## src/uart_flow_defs.svh

```systemverilog
// register offsets, field positions, reset values and constants of the flow control block
`ifndef UART_FLOW_DEFS_SVH
`define UART_FLOW_DEFS_SVH

// ----------------------------------------------------------------------------
// register byte offsets
// ----------------------------------------------------------------------------
`define OFS_EFC        6'h00
`define OFS_MODEM_CTRL 6'h04
`define OFS_MODEM_STAT 6'h08
`define OFS_FCR        6'h0c
`define OFS_TX_LEVEL   6'h10
`define OFS_TX_TRIG    6'h14
`define OFS_RX_LEVEL   6'h18
`define OFS_RX_TRIG    6'h1c
`define OFS_INT_STAT   6'h20
`define OFS_INT_MASK   6'h24

// ----------------------------------------------------------------------------
// field positions
// ----------------------------------------------------------------------------
`define EFC_AUTO_RX    6
`define EFC_AUTO_TX    7
`define MODEM_CTRL_DTR 0
`define MODEM_CTRL_RTS 1
`define MODEM_PAIR_SEL 2
`define FCR_TBL_LO     6
`define FCR_TBL_HI     7
`define INT_RX_TRG     0
`define INT_TX_TRG     1
`define INT_MODEM      2

// ----------------------------------------------------------------------------
// reset values and limits
// ----------------------------------------------------------------------------
`define RST_REG8       8'h00
`define RST_INT        3'h0
`define FIFO_DEPTH     8'h40
`define TBL_D          2'h3
`define NEXT_LVL_STEP  8'h04

`endif

```

## src/uart_flow_pkg.sv

```systemverilog
// types of the flow control block
package uart_flow_pkg;

  // throttle control: not armed, data may flow, remote held off
  typedef enum logic [2:0] {
    THR_IDLE = 3'b001,
    THR_FLOW = 3'b010,
    THR_HOLD = 3'b100
  } throttle_state_t;

endpackage

```

## src/uart_hw_flow_fifo_levels.sv

```systemverilog
// hardware flow control, fifo level counters and trigger interrupts of one uart channel
//
// Operation
// - auto throttle drives pin from rx occupancy
// - throttle pin deasserts at upper level, rx trigger plus offset
// - reassert once occupancy below lower level
// - auto throttle arms only after software assert
// - pair select bit picks request or terminal pin
// - without auto, pin follows software bit
// - auto gate halts transmit while input high
// - pair select bit picks clear or set-ready input
// - both auto enables clear after reset
// - read-only tx level count, 0 to 64
// - tx trigger interrupt when level falls below
// - read-only rx level count, 0 to 64
// - rx trigger interrupt when level rises to
// - status change bits clear, upper show pins
// - table d picks one of 16 hysteresis offsets
// - tables a-c use next level above/below
`timescale 1ns/1ps
`include "uart_flow_defs.svh"

module uart_hw_flow_fifo_levels (
  input  wire logic        clk_i,      // 40 MHz clock
  input  wire logic        rst_i,      // synchronous reset, active high
  input  wire logic        cyc_i,      // wishbone cycle
  input  wire logic        stb_i,      // wishbone strobe
  input  wire logic        we_i,       // wishbone write enable
  input  wire logic [5:0]  adr_i,      // wishbone byte address
  input  wire logic [3:0]  sel_i,      // wishbone byte select
  input  wire logic [31:0] dat_i,      // wishbone write data
  output logic      [31:0] dat_o,      // wishbone read data
  output logic             ack_o,      // wishbone acknowledge
  input  wire logic        tx_push_i,  // character written to tx fifo
  input  wire logic        tx_pop_i,   // character taken from tx fifo
  input  wire logic        rx_push_i,  // character written to rx fifo
  input  wire logic        rx_pop_i,   // character taken from rx fifo
  input  wire logic        cts_n_i,    // clear-to-send pin
  input  wire logic        dsr_n_i,    // data-set-ready pin
  input  wire logic        ri_n_i,     // ring indicator pin
  input  wire logic        cd_n_i,     // carrier detect pin
  output logic             rts_n_o,    // request-to-send pin
  output logic             dtr_n_o,    // data-terminal-ready pin
  output logic             tx_halt_o,  // transmitter must not start a character
  output logic             irq_o       // level interrupt
);

  // --------------------------------------------------------------------------
  // registers and bus decode
  // --------------------------------------------------------------------------
  logic [7:0] efc;
  logic [7:0] modem_control_reg;
  logic [7:0] fcr;
  logic [7:0] tx_cnt;
  logic [7:0] tx_trg;
  logic [7:0] rx_cnt;
  logic [7:0] rx_trg;
  logic [3:0] modem_status_delta;
  logic [3:0] pins_prev;
  logic [2:0] int_stat;
  logic [2:0] int_mask;
  logic [3:0] pins_now;
  logic       bus_req;
  logic       wr_lo;
  logic       rd_modem_status;
  logic [7:0] next_tx_cnt;
  logic [7:0] next_rx_cnt;
  logic [2:0] int_set;
  uart_flow_pkg::throttle_state_t thr_state;
  uart_flow_pkg::throttle_state_t next_thr_state;

  assign bus_req  = cyc_i & stb_i & ~ack_o;
  assign wr_lo    = bus_req & we_i & sel_i[0];
  assign rd_modem_status = bus_req & ~we_i & (adr_i == `OFS_MODEM_STAT);
  // cd, ri, dsr, cts from bit 3 down, asserted reads as one
  assign pins_now = {~cd_n_i, ~ri_n_i, ~dsr_n_i, ~cts_n_i};

  always_ff @(posedge clk_i) begin
    if (rst_i) begin
      ack_o <= 1'b0;
    end else begin
      ack_o <= bus_req;
    end
  end

  always_ff @(posedge clk_i) begin
    if (rst_i) begin
      dat_o <= 32'h0000_0000;
    end else if (bus_req && !we_i) begin
      case (adr_i)
        `OFS_EFC:        dat_o <= {24'h00_0000, efc};
        `OFS_MODEM_CTRL: dat_o <= {24'h00_0000, modem_control_reg};
        `OFS_MODEM_STAT: dat_o <= {24'h00_0000, pins_now, modem_status_delta};
        `OFS_FCR:        dat_o <= {24'h00_0000, fcr};
        `OFS_TX_LEVEL:   dat_o <= {24'h00_0000, tx_cnt};
        `OFS_RX_LEVEL:   dat_o <= {24'h00_0000, rx_cnt};
        `OFS_INT_STAT:   dat_o <= {29'h0000_0000, int_stat};
        `OFS_INT_MASK:   dat_o <= {29'h0000_0000, int_mask};
        default:         dat_o <= 32'h0000_0000;
      endcase
    end
  end

  always_ff @(posedge clk_i) begin
    if (rst_i) begin
      efc <= `RST_REG8;
      modem_control_reg <= `RST_REG8;
      fcr <= `RST_REG8;
    end else if (wr_lo) begin
      case (adr_i)
        `OFS_EFC: efc <= dat_i[7:0];
        `OFS_MODEM_CTRL: modem_control_reg <= dat_i[7:0];
        `OFS_FCR: fcr <= dat_i[7:0];
        default: ;
      endcase
    end
  end

  // trigger registers are write only and read back as zero
  always_ff @(posedge clk_i) begin
    if (rst_i) begin
      tx_trg <= `RST_REG8;
      rx_trg <= `RST_REG8;
    end else if (wr_lo && adr_i == `OFS_TX_TRIG) begin
      tx_trg <= dat_i[7:0];
    end else if (wr_lo && adr_i == `OFS_RX_TRIG) begin
      rx_trg <= dat_i[7:0];
    end
  end

  // --------------------------------------------------------------------------
  // fifo level counters
  // --------------------------------------------------------------------------
  function automatic logic [7:0] level_step(input logic [7:0] cnt,
                                            input logic       push,
                                            input logic       pop);
    logic [7:0] r;
    r = cnt;
    if (push && !pop && cnt < `FIFO_DEPTH) begin
      r = cnt + 8'h01;
    end else if (pop && !push && cnt != 8'h00) begin
      r = cnt - 8'h01;
    end
    return r;
  endfunction

  assign next_tx_cnt = level_step(tx_cnt, tx_push_i, tx_pop_i);
  assign next_rx_cnt = level_step(rx_cnt, rx_push_i, rx_pop_i);

  always_ff @(posedge clk_i) begin
    if (rst_i) begin
      tx_cnt <= `RST_REG8;
      rx_cnt <= `RST_REG8;
    end else begin
      tx_cnt <= next_tx_cnt;
      rx_cnt <= next_rx_cnt;
    end
  end

  // --------------------------------------------------------------------------
  // modem status change bits
  // --------------------------------------------------------------------------
  always_ff @(posedge clk_i) begin
    if (rst_i) begin
      pins_prev <= pins_now;
      modem_status_delta <= 4'h0;
    end else begin
      pins_prev <= pins_now;
      // a change in the read cycle is kept
      modem_status_delta <= (rd_modem_status ? 4'h0 : modem_status_delta)
                            | (pins_now ^ pins_prev);
    end
  end

  // --------------------------------------------------------------------------
  // interrupt status and mask
  // --------------------------------------------------------------------------
  assign int_set[`INT_RX_TRG] = rx_cnt < rx_trg && next_rx_cnt >= rx_trg;
  assign int_set[`INT_TX_TRG] = tx_cnt >= tx_trg && next_tx_cnt < tx_trg;
  assign int_set[`INT_MODEM]  = |(pins_now ^ pins_prev);

  always_ff @(posedge clk_i) begin
    if (rst_i) begin
      int_stat <= `RST_INT;
    end else if (wr_lo && adr_i == `OFS_INT_STAT) begin
      int_stat <= (int_stat & ~dat_i[2:0]) | int_set;
    end else begin
      int_stat <= int_stat | int_set;
    end
  end

  always_ff @(posedge clk_i) begin
    if (rst_i) begin
      int_mask <= `RST_INT;
    end else if (wr_lo && adr_i == `OFS_INT_MASK) begin
      int_mask <= dat_i[2:0];
    end
  end

  assign irq_o = |(int_stat & int_mask);

  // --------------------------------------------------------------------------
  // receive throttle levels
  // --------------------------------------------------------------------------
  function automatic logic [7:0] hyst_offset(input logic [3:0] code);
    logic [7:0] r;
    case (code)
      4'h0:    r = 8'h00;
      4'h1:    r = 8'h04;
      4'h2:    r = 8'h06;
      4'h3:    r = 8'h08;
      4'h4:    r = 8'h08;
      4'h5:    r = 8'h10;
      4'h6:    r = 8'h18;
      4'h7:    r = 8'h20;
      4'h8:    r = 8'h28;
      4'h9:    r = 8'h2c;
      4'ha:    r = 8'h30;
      4'hb:    r = 8'h34;
      4'hc:    r = 8'h0c;
      4'hd:    r = 8'h14;
      4'he:    r = 8'h1c;
      default: r = 8'h24;
    endcase
    return r;
  endfunction

  logic [7:0] rx_offset;
  logic [8:0] hi_sum;
  logic [7:0] lvl_hi;
  logic [7:0] lvl_lo;
  logic       pair_sel;
  logic       sw_assert;
  logic       gate_in;

  always_comb begin
    if (fcr[`FCR_TBL_HI:`FCR_TBL_LO] == `TBL_D) begin
      rx_offset = hyst_offset(fcr[3:0]);
    end else begin
      rx_offset = `NEXT_LVL_STEP;
    end
  end

  assign hi_sum = {1'b0, rx_trg} + {1'b0, rx_offset};
  assign lvl_hi = hi_sum[8] ? 8'hff : hi_sum[7:0];
  assign lvl_lo = (rx_trg > rx_offset) ? rx_trg - rx_offset : 8'h00;

  // low pair select: request/clear pins, high: terminal/set-ready pins
  assign pair_sel  = modem_control_reg[`MODEM_PAIR_SEL];
  assign sw_assert = pair_sel ? modem_control_reg[`MODEM_CTRL_DTR]
                              : modem_control_reg[`MODEM_CTRL_RTS];
  assign gate_in   = pair_sel ? dsr_n_i : cts_n_i;
  assign tx_halt_o = efc[`EFC_AUTO_TX] & gate_in;

  // --------------------------------------------------------------------------
  // throttle state machine
  // --------------------------------------------------------------------------
  always_comb begin
    next_thr_state = thr_state;
    case (thr_state)
      uart_flow_pkg::THR_IDLE: begin
        if (efc[`EFC_AUTO_RX] && sw_assert) begin
          next_thr_state = uart_flow_pkg::THR_FLOW;
        end
      end
      uart_flow_pkg::THR_FLOW: begin
        if (!efc[`EFC_AUTO_RX]) begin
          next_thr_state = uart_flow_pkg::THR_IDLE;
        end else if (rx_cnt >= lvl_hi) begin
          next_thr_state = uart_flow_pkg::THR_HOLD;
        end
      end
      uart_flow_pkg::THR_HOLD: begin
        if (!efc[`EFC_AUTO_RX]) begin
          next_thr_state = uart_flow_pkg::THR_IDLE;
        end else if (rx_cnt < lvl_lo) begin
          next_thr_state = uart_flow_pkg::THR_FLOW;
        end
      end
      default: next_thr_state = uart_flow_pkg::THR_IDLE;
    endcase
  end

  always_ff @(posedge clk_i) begin
    if (rst_i) begin
      thr_state <= uart_flow_pkg::THR_IDLE;
    end else begin
      thr_state <= next_thr_state;
    end
  end

  always_ff @(posedge clk_i) begin
    if (rst_i) begin
      rts_n_o <= 1'b1;
      dtr_n_o <= 1'b1;
    end else begin
      rts_n_o <= ~modem_control_reg[`MODEM_CTRL_RTS];
      dtr_n_o <= ~modem_control_reg[`MODEM_CTRL_DTR];
      if (thr_state != uart_flow_pkg::THR_IDLE) begin
        if (pair_sel) begin
          dtr_n_o <= thr_state == uart_flow_pkg::THR_HOLD;
        end else begin
          rts_n_o <= thr_state == uart_flow_pkg::THR_HOLD;
        end
      end
    end
  end
endmodule

```

## config.mk

```make
export PLATFORM = sky130hd
export DESIGN_NAME = uart_hw_flow_fifo_levels
export DESIGN_NICKNAME = d
export VERILOG_FILES = /design/src/uart_flow_pkg.sv /design/src/uart_hw_flow_fifo_levels.sv
export VERILOG_INCLUDE_DIRS = /design/src
export SDC_FILE = /design/constraint.sdc
export NUM_CORES = 1
export LEC_CHECK = 0
export BUFFER_PORTS_ARGS = -buffer_cell sky130_fd_sc_hd__buf_2
export CORE_MARGIN = 10
export CORE_UTILIZATION = 47
export CTS_BUF_LIST = sky130_fd_sc_hd__clkbuf_16
export DETAILED_ROUTE_END_ITERATION = 8
export GPL_TIMING_DRIVEN = 0
export PLACE_DENSITY = 0.66
export SLEW_MARGIN = 30
export SYNTH_ARGS = -nofsm -noshare
export SYNTH_HDL_FRONTEND = slang
export SYNTH_SLANG_ARGS = --single-unit
```

## constraint.sdc

```tcl
create_clock -name clk_i -period 4.6 [get_ports clk_i]
set_clock_uncertainty 0.1 [all_clocks]
set_input_delay 0 -clock clk_i [delete_from_list [all_inputs] [get_ports clk_i]]
set_output_delay 0 -clock clk_i [all_outputs]
set_load 0.02 [all_outputs]
```

==> run metrics, run 1 <==
Overflow after GRT=0; DRC=0; crit-path cells=nand2_1, or2_2, ha_1, a21oi_1, o21bai_1, a21oi_1, o31ai_1, or2_2, ha_1, nand2b_1, a2111o_1, a31oi_1, o21ai_0, o211a_1; Worst path max stage delay=0.59 ns; P per Cell Area=424.0 nW/µm²; Die Ht=133.1 µm; Ys Warns=0; number of DRC markers in iteration 0=417; core area=about 13000 µm²; hpwl dp=12.49 mm; fin area=6945 µm²; Avg Cell Area, Syn=8.838 µm²; Cells after Synth=680; largest net degree at the start of global routing=17; number of synthesized register bits=89; Critical Path Start=fcr[6]; routed wire length=~16 mm; Nets=885; top cell family by delay on the critical path=compound AO/OA/AOI/OAI gates; CP Max Fanout=7; ys async rst share=0; outcome=completed; first-pass GRT wire length=between 20 and 30 mm; Fmax achieved=255.4 MHz; routed vias=5224; Area growth syn-to-layout=15.57%; maximum vdd drop=0.0001986 V; Tot Pwr=2.945 mW; Longest Clk Path Bufs=2; DIE WIDTH=133.1 µm; CTS resizes=0; clock latency on the worst-skew pair=0.34 ns; WP buf/inv=0; post-synthesis sequential area ratio=0.2965; drt via density=approximately 5.5; Hold Vio Cnt, Final=0; RSZ-0062 raised after global routing=no; # rows=41; ANT cells=0; initial antenna violation count=0; min Tclk post-route=3.915 ns; Clock Tree Root=clkbuf_16; commonest cells after routing, fill and taps aside=89 x dfxtp_1, 71 x nor2_1, 62 x ha_1; setup TNS=0 ns; gp weighted congestion=~0.9; Crit path required time=4.74 ns; Clock transition at path regs=0.07 ns; critical path arrival=just over 4 ns; Netlist Area Pre-Place=6010 µm²; crit share post-route=0.8512; wire length per cell=16.92 µm; distinct cell type count after synthesis=75; layout cell share with drive strength beyond 1=0.1492; first-pass iteration count of the detailed router=7; dpl cells=~910; Initial Util=0.4781; Max Cap Viol=0; Rel. slew slack=0.4142; max-slew violation count=0; Pleak=around 2.9 nW; CP max stage cell=o31ai_1; worst-margin pin slew=0.8665 ns; Antenna Nets Post-Route=0; clock sinks=89; die area=17710 µm²; placed instance area=~6500 µm²; most common cell after layout, fill and taps aside=dfxtp_1; CTS tree=yes; top_reg_cell synth=dfxtp_1; Setup CP Type=reg -> reg; Crit. End Element=register; reg2reg start=fcr[6]; vias in the first global route=5298; CP startpoint kind=register; I/O pins=between 90 and 100; GRT Total Usage=0.1803; count of final setup violators=0; CTS Buf Count=9; number of H-tree levels=3; Hold Crit Class=in -> reg; hold_sp=tx_push_i; final non-filler cell total=943; port buffer count=38; Post-synth EDFFs=0
worst register-to-register path: cells and delay by family (launching register included):
| kind | cells | cell delay (ns) |
|---|---|---|
| fa+ha+maj | 2 | 0.55 |
| compound gates | 8 | 1.97 |
| flops | 1 | 0.44 |
| simple gates | 4 | 0.76 |
cell usage after synthesis (all sizes together), types with 4 or more instances:
cell      n  area, µm²
dfxtp    89       1782
nor2     73      279.0
ha       62      775.7
mux2i    49      494.2
inv      43      161.4
a21oi    42      210.2
buf      36      247.7
nand2    31      116.4
o21ai    25      125.1
nor2b    24      150.1
nand2b   19      118.9
nand3    16      80.08
clkbuf   14      52.55
xnor2    12      105.1
a222oi   10      100.1
o21a     10      75.07
a21o      9      67.56
xor2      8      70.07
nand4     7      43.79
nor3      7      73.82
a2111oi   6      52.55
a211oi    5      37.54
nor3b     5      42.54
or2       5      31.28
nor4      4      55.05
o211ai    4      30.03
o22ai     4      25.02
path summary, 6_finish.rpt:
path / to / slack, ns / cells after the start
min: tx_cnt[0] / 0.05 / 4
max reg2reg: thr_state[2] / 0.68 / 14
max: thr_state[2] / 0.68 / 14
min reg2reg: dat_o[2] / 0.35 / 1
final cells by class:
type                            count  area (µm²)
Sequential cell                    89        1782
Buffer                             50       300.3
Multi-Input combinational cell    521        3852
Inverter                           43       161.4
Clock inverter                      7       78.83
Tap cell                          172       215.2
Fill cell                        1153        5623
Timing Repair Buffer               52       330.3
Clock buffer                        9       225.2
metrics by stage:
step                utilization  hold WS, ns  setup slack, ns
CTS                      0.5526      0.04042           0.6763
floorplan                     -     -0.04348            1.282
global route             0.5526      0.07592           0.4995
finish                   0.5526      0.05212           0.6846
global placement         0.5173      0.09831           0.7203
detailed placement       0.5173      0.09865           0.6885
what timing repair did:
item,CTS,global route
hold buffers,14,0
setup buffers,0,0
hold endpoints to repair,43,0
report_power, final:
part | internal [mW] | switching (mW)
registers | 0.842 | 0.164
clock network | 0.424 | 0.318
logic | 0.562 | 0.634
cell families after synthesis:
kind of cell,Yosys count,synth area share
compound gates,145,0.1672
xor+xnor,20,0.02915
fa+ha+maj,64,0.1357
buf+inv,93,0.07682
flops,89,0.2965
mux,54,0.09536
other cells,1,0.0006240
simple gates,214,0.1986
metal layers:
layer / routed length, µm / share of wire / track usage
met1: 6901 / 0.43 / 0.2166
met2: 7453 / 0.47 / 0.3035
met3: 1007 / 0.063 / 0.03104
met4: 595 / 0.037 / 0.08863
met5: 0 / 0 / 0
No activity file was read; power rests on OpenSTA's default activity.
==> run 2: changes to the inputs <==
Settings changed: CAP_MARGIN set to 20, HOLD_SLACK_MARGIN set to 0.08, PLACE_DENSITY 0.66 to 0.64.
==> run metrics, run 2 (synthesis results as in run 1) <==
outcome=completed; min Tclk post-route=3.989 ns; Critical R2R Capture=thr_state[2]; Clock transition at path regs=roughly 0.070 ns; DRC=0; placed instance area=6501 µm²; vias in the first global route=about 5300; CTS Buf Count=9; layout cell share with drive strength beyond 1=0.1464; # rows=41; hpwl dp=between 10 and 15 mm; Max Cap Viol=0; die area=17710 µm²; r2r worst-path depth=14; reg2reg start=fcr[7]; maximum vdd drop=0.0002888 V; clock sinks=89; GRT Total Usage=0.1825; Hold Vio Cnt, Final=0; hold depth=4; number of cells on the critical path=14; ANT cells=0; P per Cell Area=approximately 430 nW/µm²; initial antenna violation count=0; Die Ht=between 100 and 150 µm; commonest cells after routing, fill and taps aside=89 x dfxtp_1, 71 x nor2_1, 62 x ha_1; Post CTS Setup Buffer Count=0; Clock Tree Root=clkbuf_16; number of H-tree levels=3; gp weighted congestion=0.8644; critical path arrival=approximately 4.1 ns; area of the multi-input gates=3852 µm²; port buffer count=38; CP Max Fanout=7; max-slew violation count=0; largest net degree at the start of global routing=16; Hold Crit Class=in -> reg; number of DRC markers in iteration 0=516; CP startpoint kind=register; first-pass GRT wire length=about 27 mm; drt via density=5.472; routed wire length=16.34 mm; Crit. End Element=register; Area growth syn-to-layout=16.01%; Fmax achieved=250.7 MHz; worst-margin pin slew=about 0.89 ns; setup TNS=0 ns; register area=1782 µm²; RSZ-0062 raised after global routing=no; fin area=6972 µm²; I/O pins=92; Pleak=2.924 nW; Util after Layout=0.5547; Crit path required time=between 4 and 5 ns; clock latency on the worst-skew pair=0.34 ns; Worst path max stage delay=between 0.5 and 0.6 ns; WHS Endpoint=rx_cnt[1]; routed vias=5166; CTS tree=yes; Antenna Nets Post-Route=0; most common cell after layout, fill and taps aside=dfxtp_1; top cell family by delay on the critical path=compound AO/OA/AOI/OAI gates; fill cell count=1159; Longest Clk Path Bufs=2; crit-path cells=nand2_1, or2_2, ha_1, a21oi_1, o21bai_1, a21oi_1, o31ai_1, or2_2, ha_1, nand2b_1, a2111o_1, a31oi_1, o21ai_0, o211a_1; count of final setup violators=0; Nets=around 900; final non-filler cell total=944; Rel. slew slack=0.3985; CP max stage cell=o31ai_1; dpl cells=between 900 and 1000; wire length per cell=~17 µm; WP buf/inv=0; Setup CP Type=reg -> reg; DIE WIDTH=133.1 µm; core area=12570 µm²; Initial Util=0.4781; crit share post-route=0.8671; Overflow after GRT=0; first-pass iteration count of the detailed router=6; hold_sp=rx_pop_i; reg2reg setup slack=just over 0.6 ns
## run 2: worst max path at each step
stage	startpoint	endpoint	slack [ns]
2_1_floorplan	fcr[6]	thr_state[2]	1.28
3_3_place_gp	fcr[6]	thr_state[2]	0.73
3_5_place_dp	fcr[6]	thr_state[2]	0.67
4_1_cts	fcr[6]	thr_state[2]	0.66
5_1_grt	fcr[6]	thr_state[2]	0.31
6_report	fcr[7]	thr_state[2]	0.61
## run 2: metrics by stage
stage                     worst slack (ns)  hold WS (ns)  total power [mW]
final                               0.6113       0.09292             3.014
after global routing                0.3109        0.1107             3.231
after CTS                           0.6584       0.08790             3.005
after detailed placement            0.6691       0.09962             2.207
after global placement              0.7334       0.09584             2.140
after floorplan                      1.282      -0.04348             1.868
## run 2: what timing repair did
item                                   4_1_cts  5_1_grt
gates resized for setup                      0        0
endpoints found under the hold margin       48        0
hold buffers                                15        0
setup endpoints to repair                    0        0
## run 2: final cells by class
| type | count | area share |
|---|---|---|
| multi-input combinational | 521 | 0.5526 |
| clock buffer | 9 | 0.03230 |
| tap | 172 | 0.03087 |
| inverter | 43 | 0.02315 |
| sequential | 89 | 0.2556 |
| buffer | 50 | 0.04307 |
| timing repair buffer | 53 | 0.04882 |
| clock inverter | 7 | 0.01364 |
## run 2: report_power, final
part	switching (mW)	internal [mW]	total, mW
registers	0.165	0.842	1.01
logic	0.655	0.567	1.22
clock network	0.308	0.477	0.785
total	1.13	1.89	3.01
## run 2: tightest hold or removal path, stage by stage
cell and delay [ns]:
buf_2 0.12, or4_1 0.13, o21a_1 0.13, nor2b_1 0.11
## run 2: per-layer routing
layer  part of all wire  GRT usage
met1               0.44     0.2237
met2               0.48     0.3116
met3              0.060    0.03634
met4              0.018    0.05990
met5                  0          0
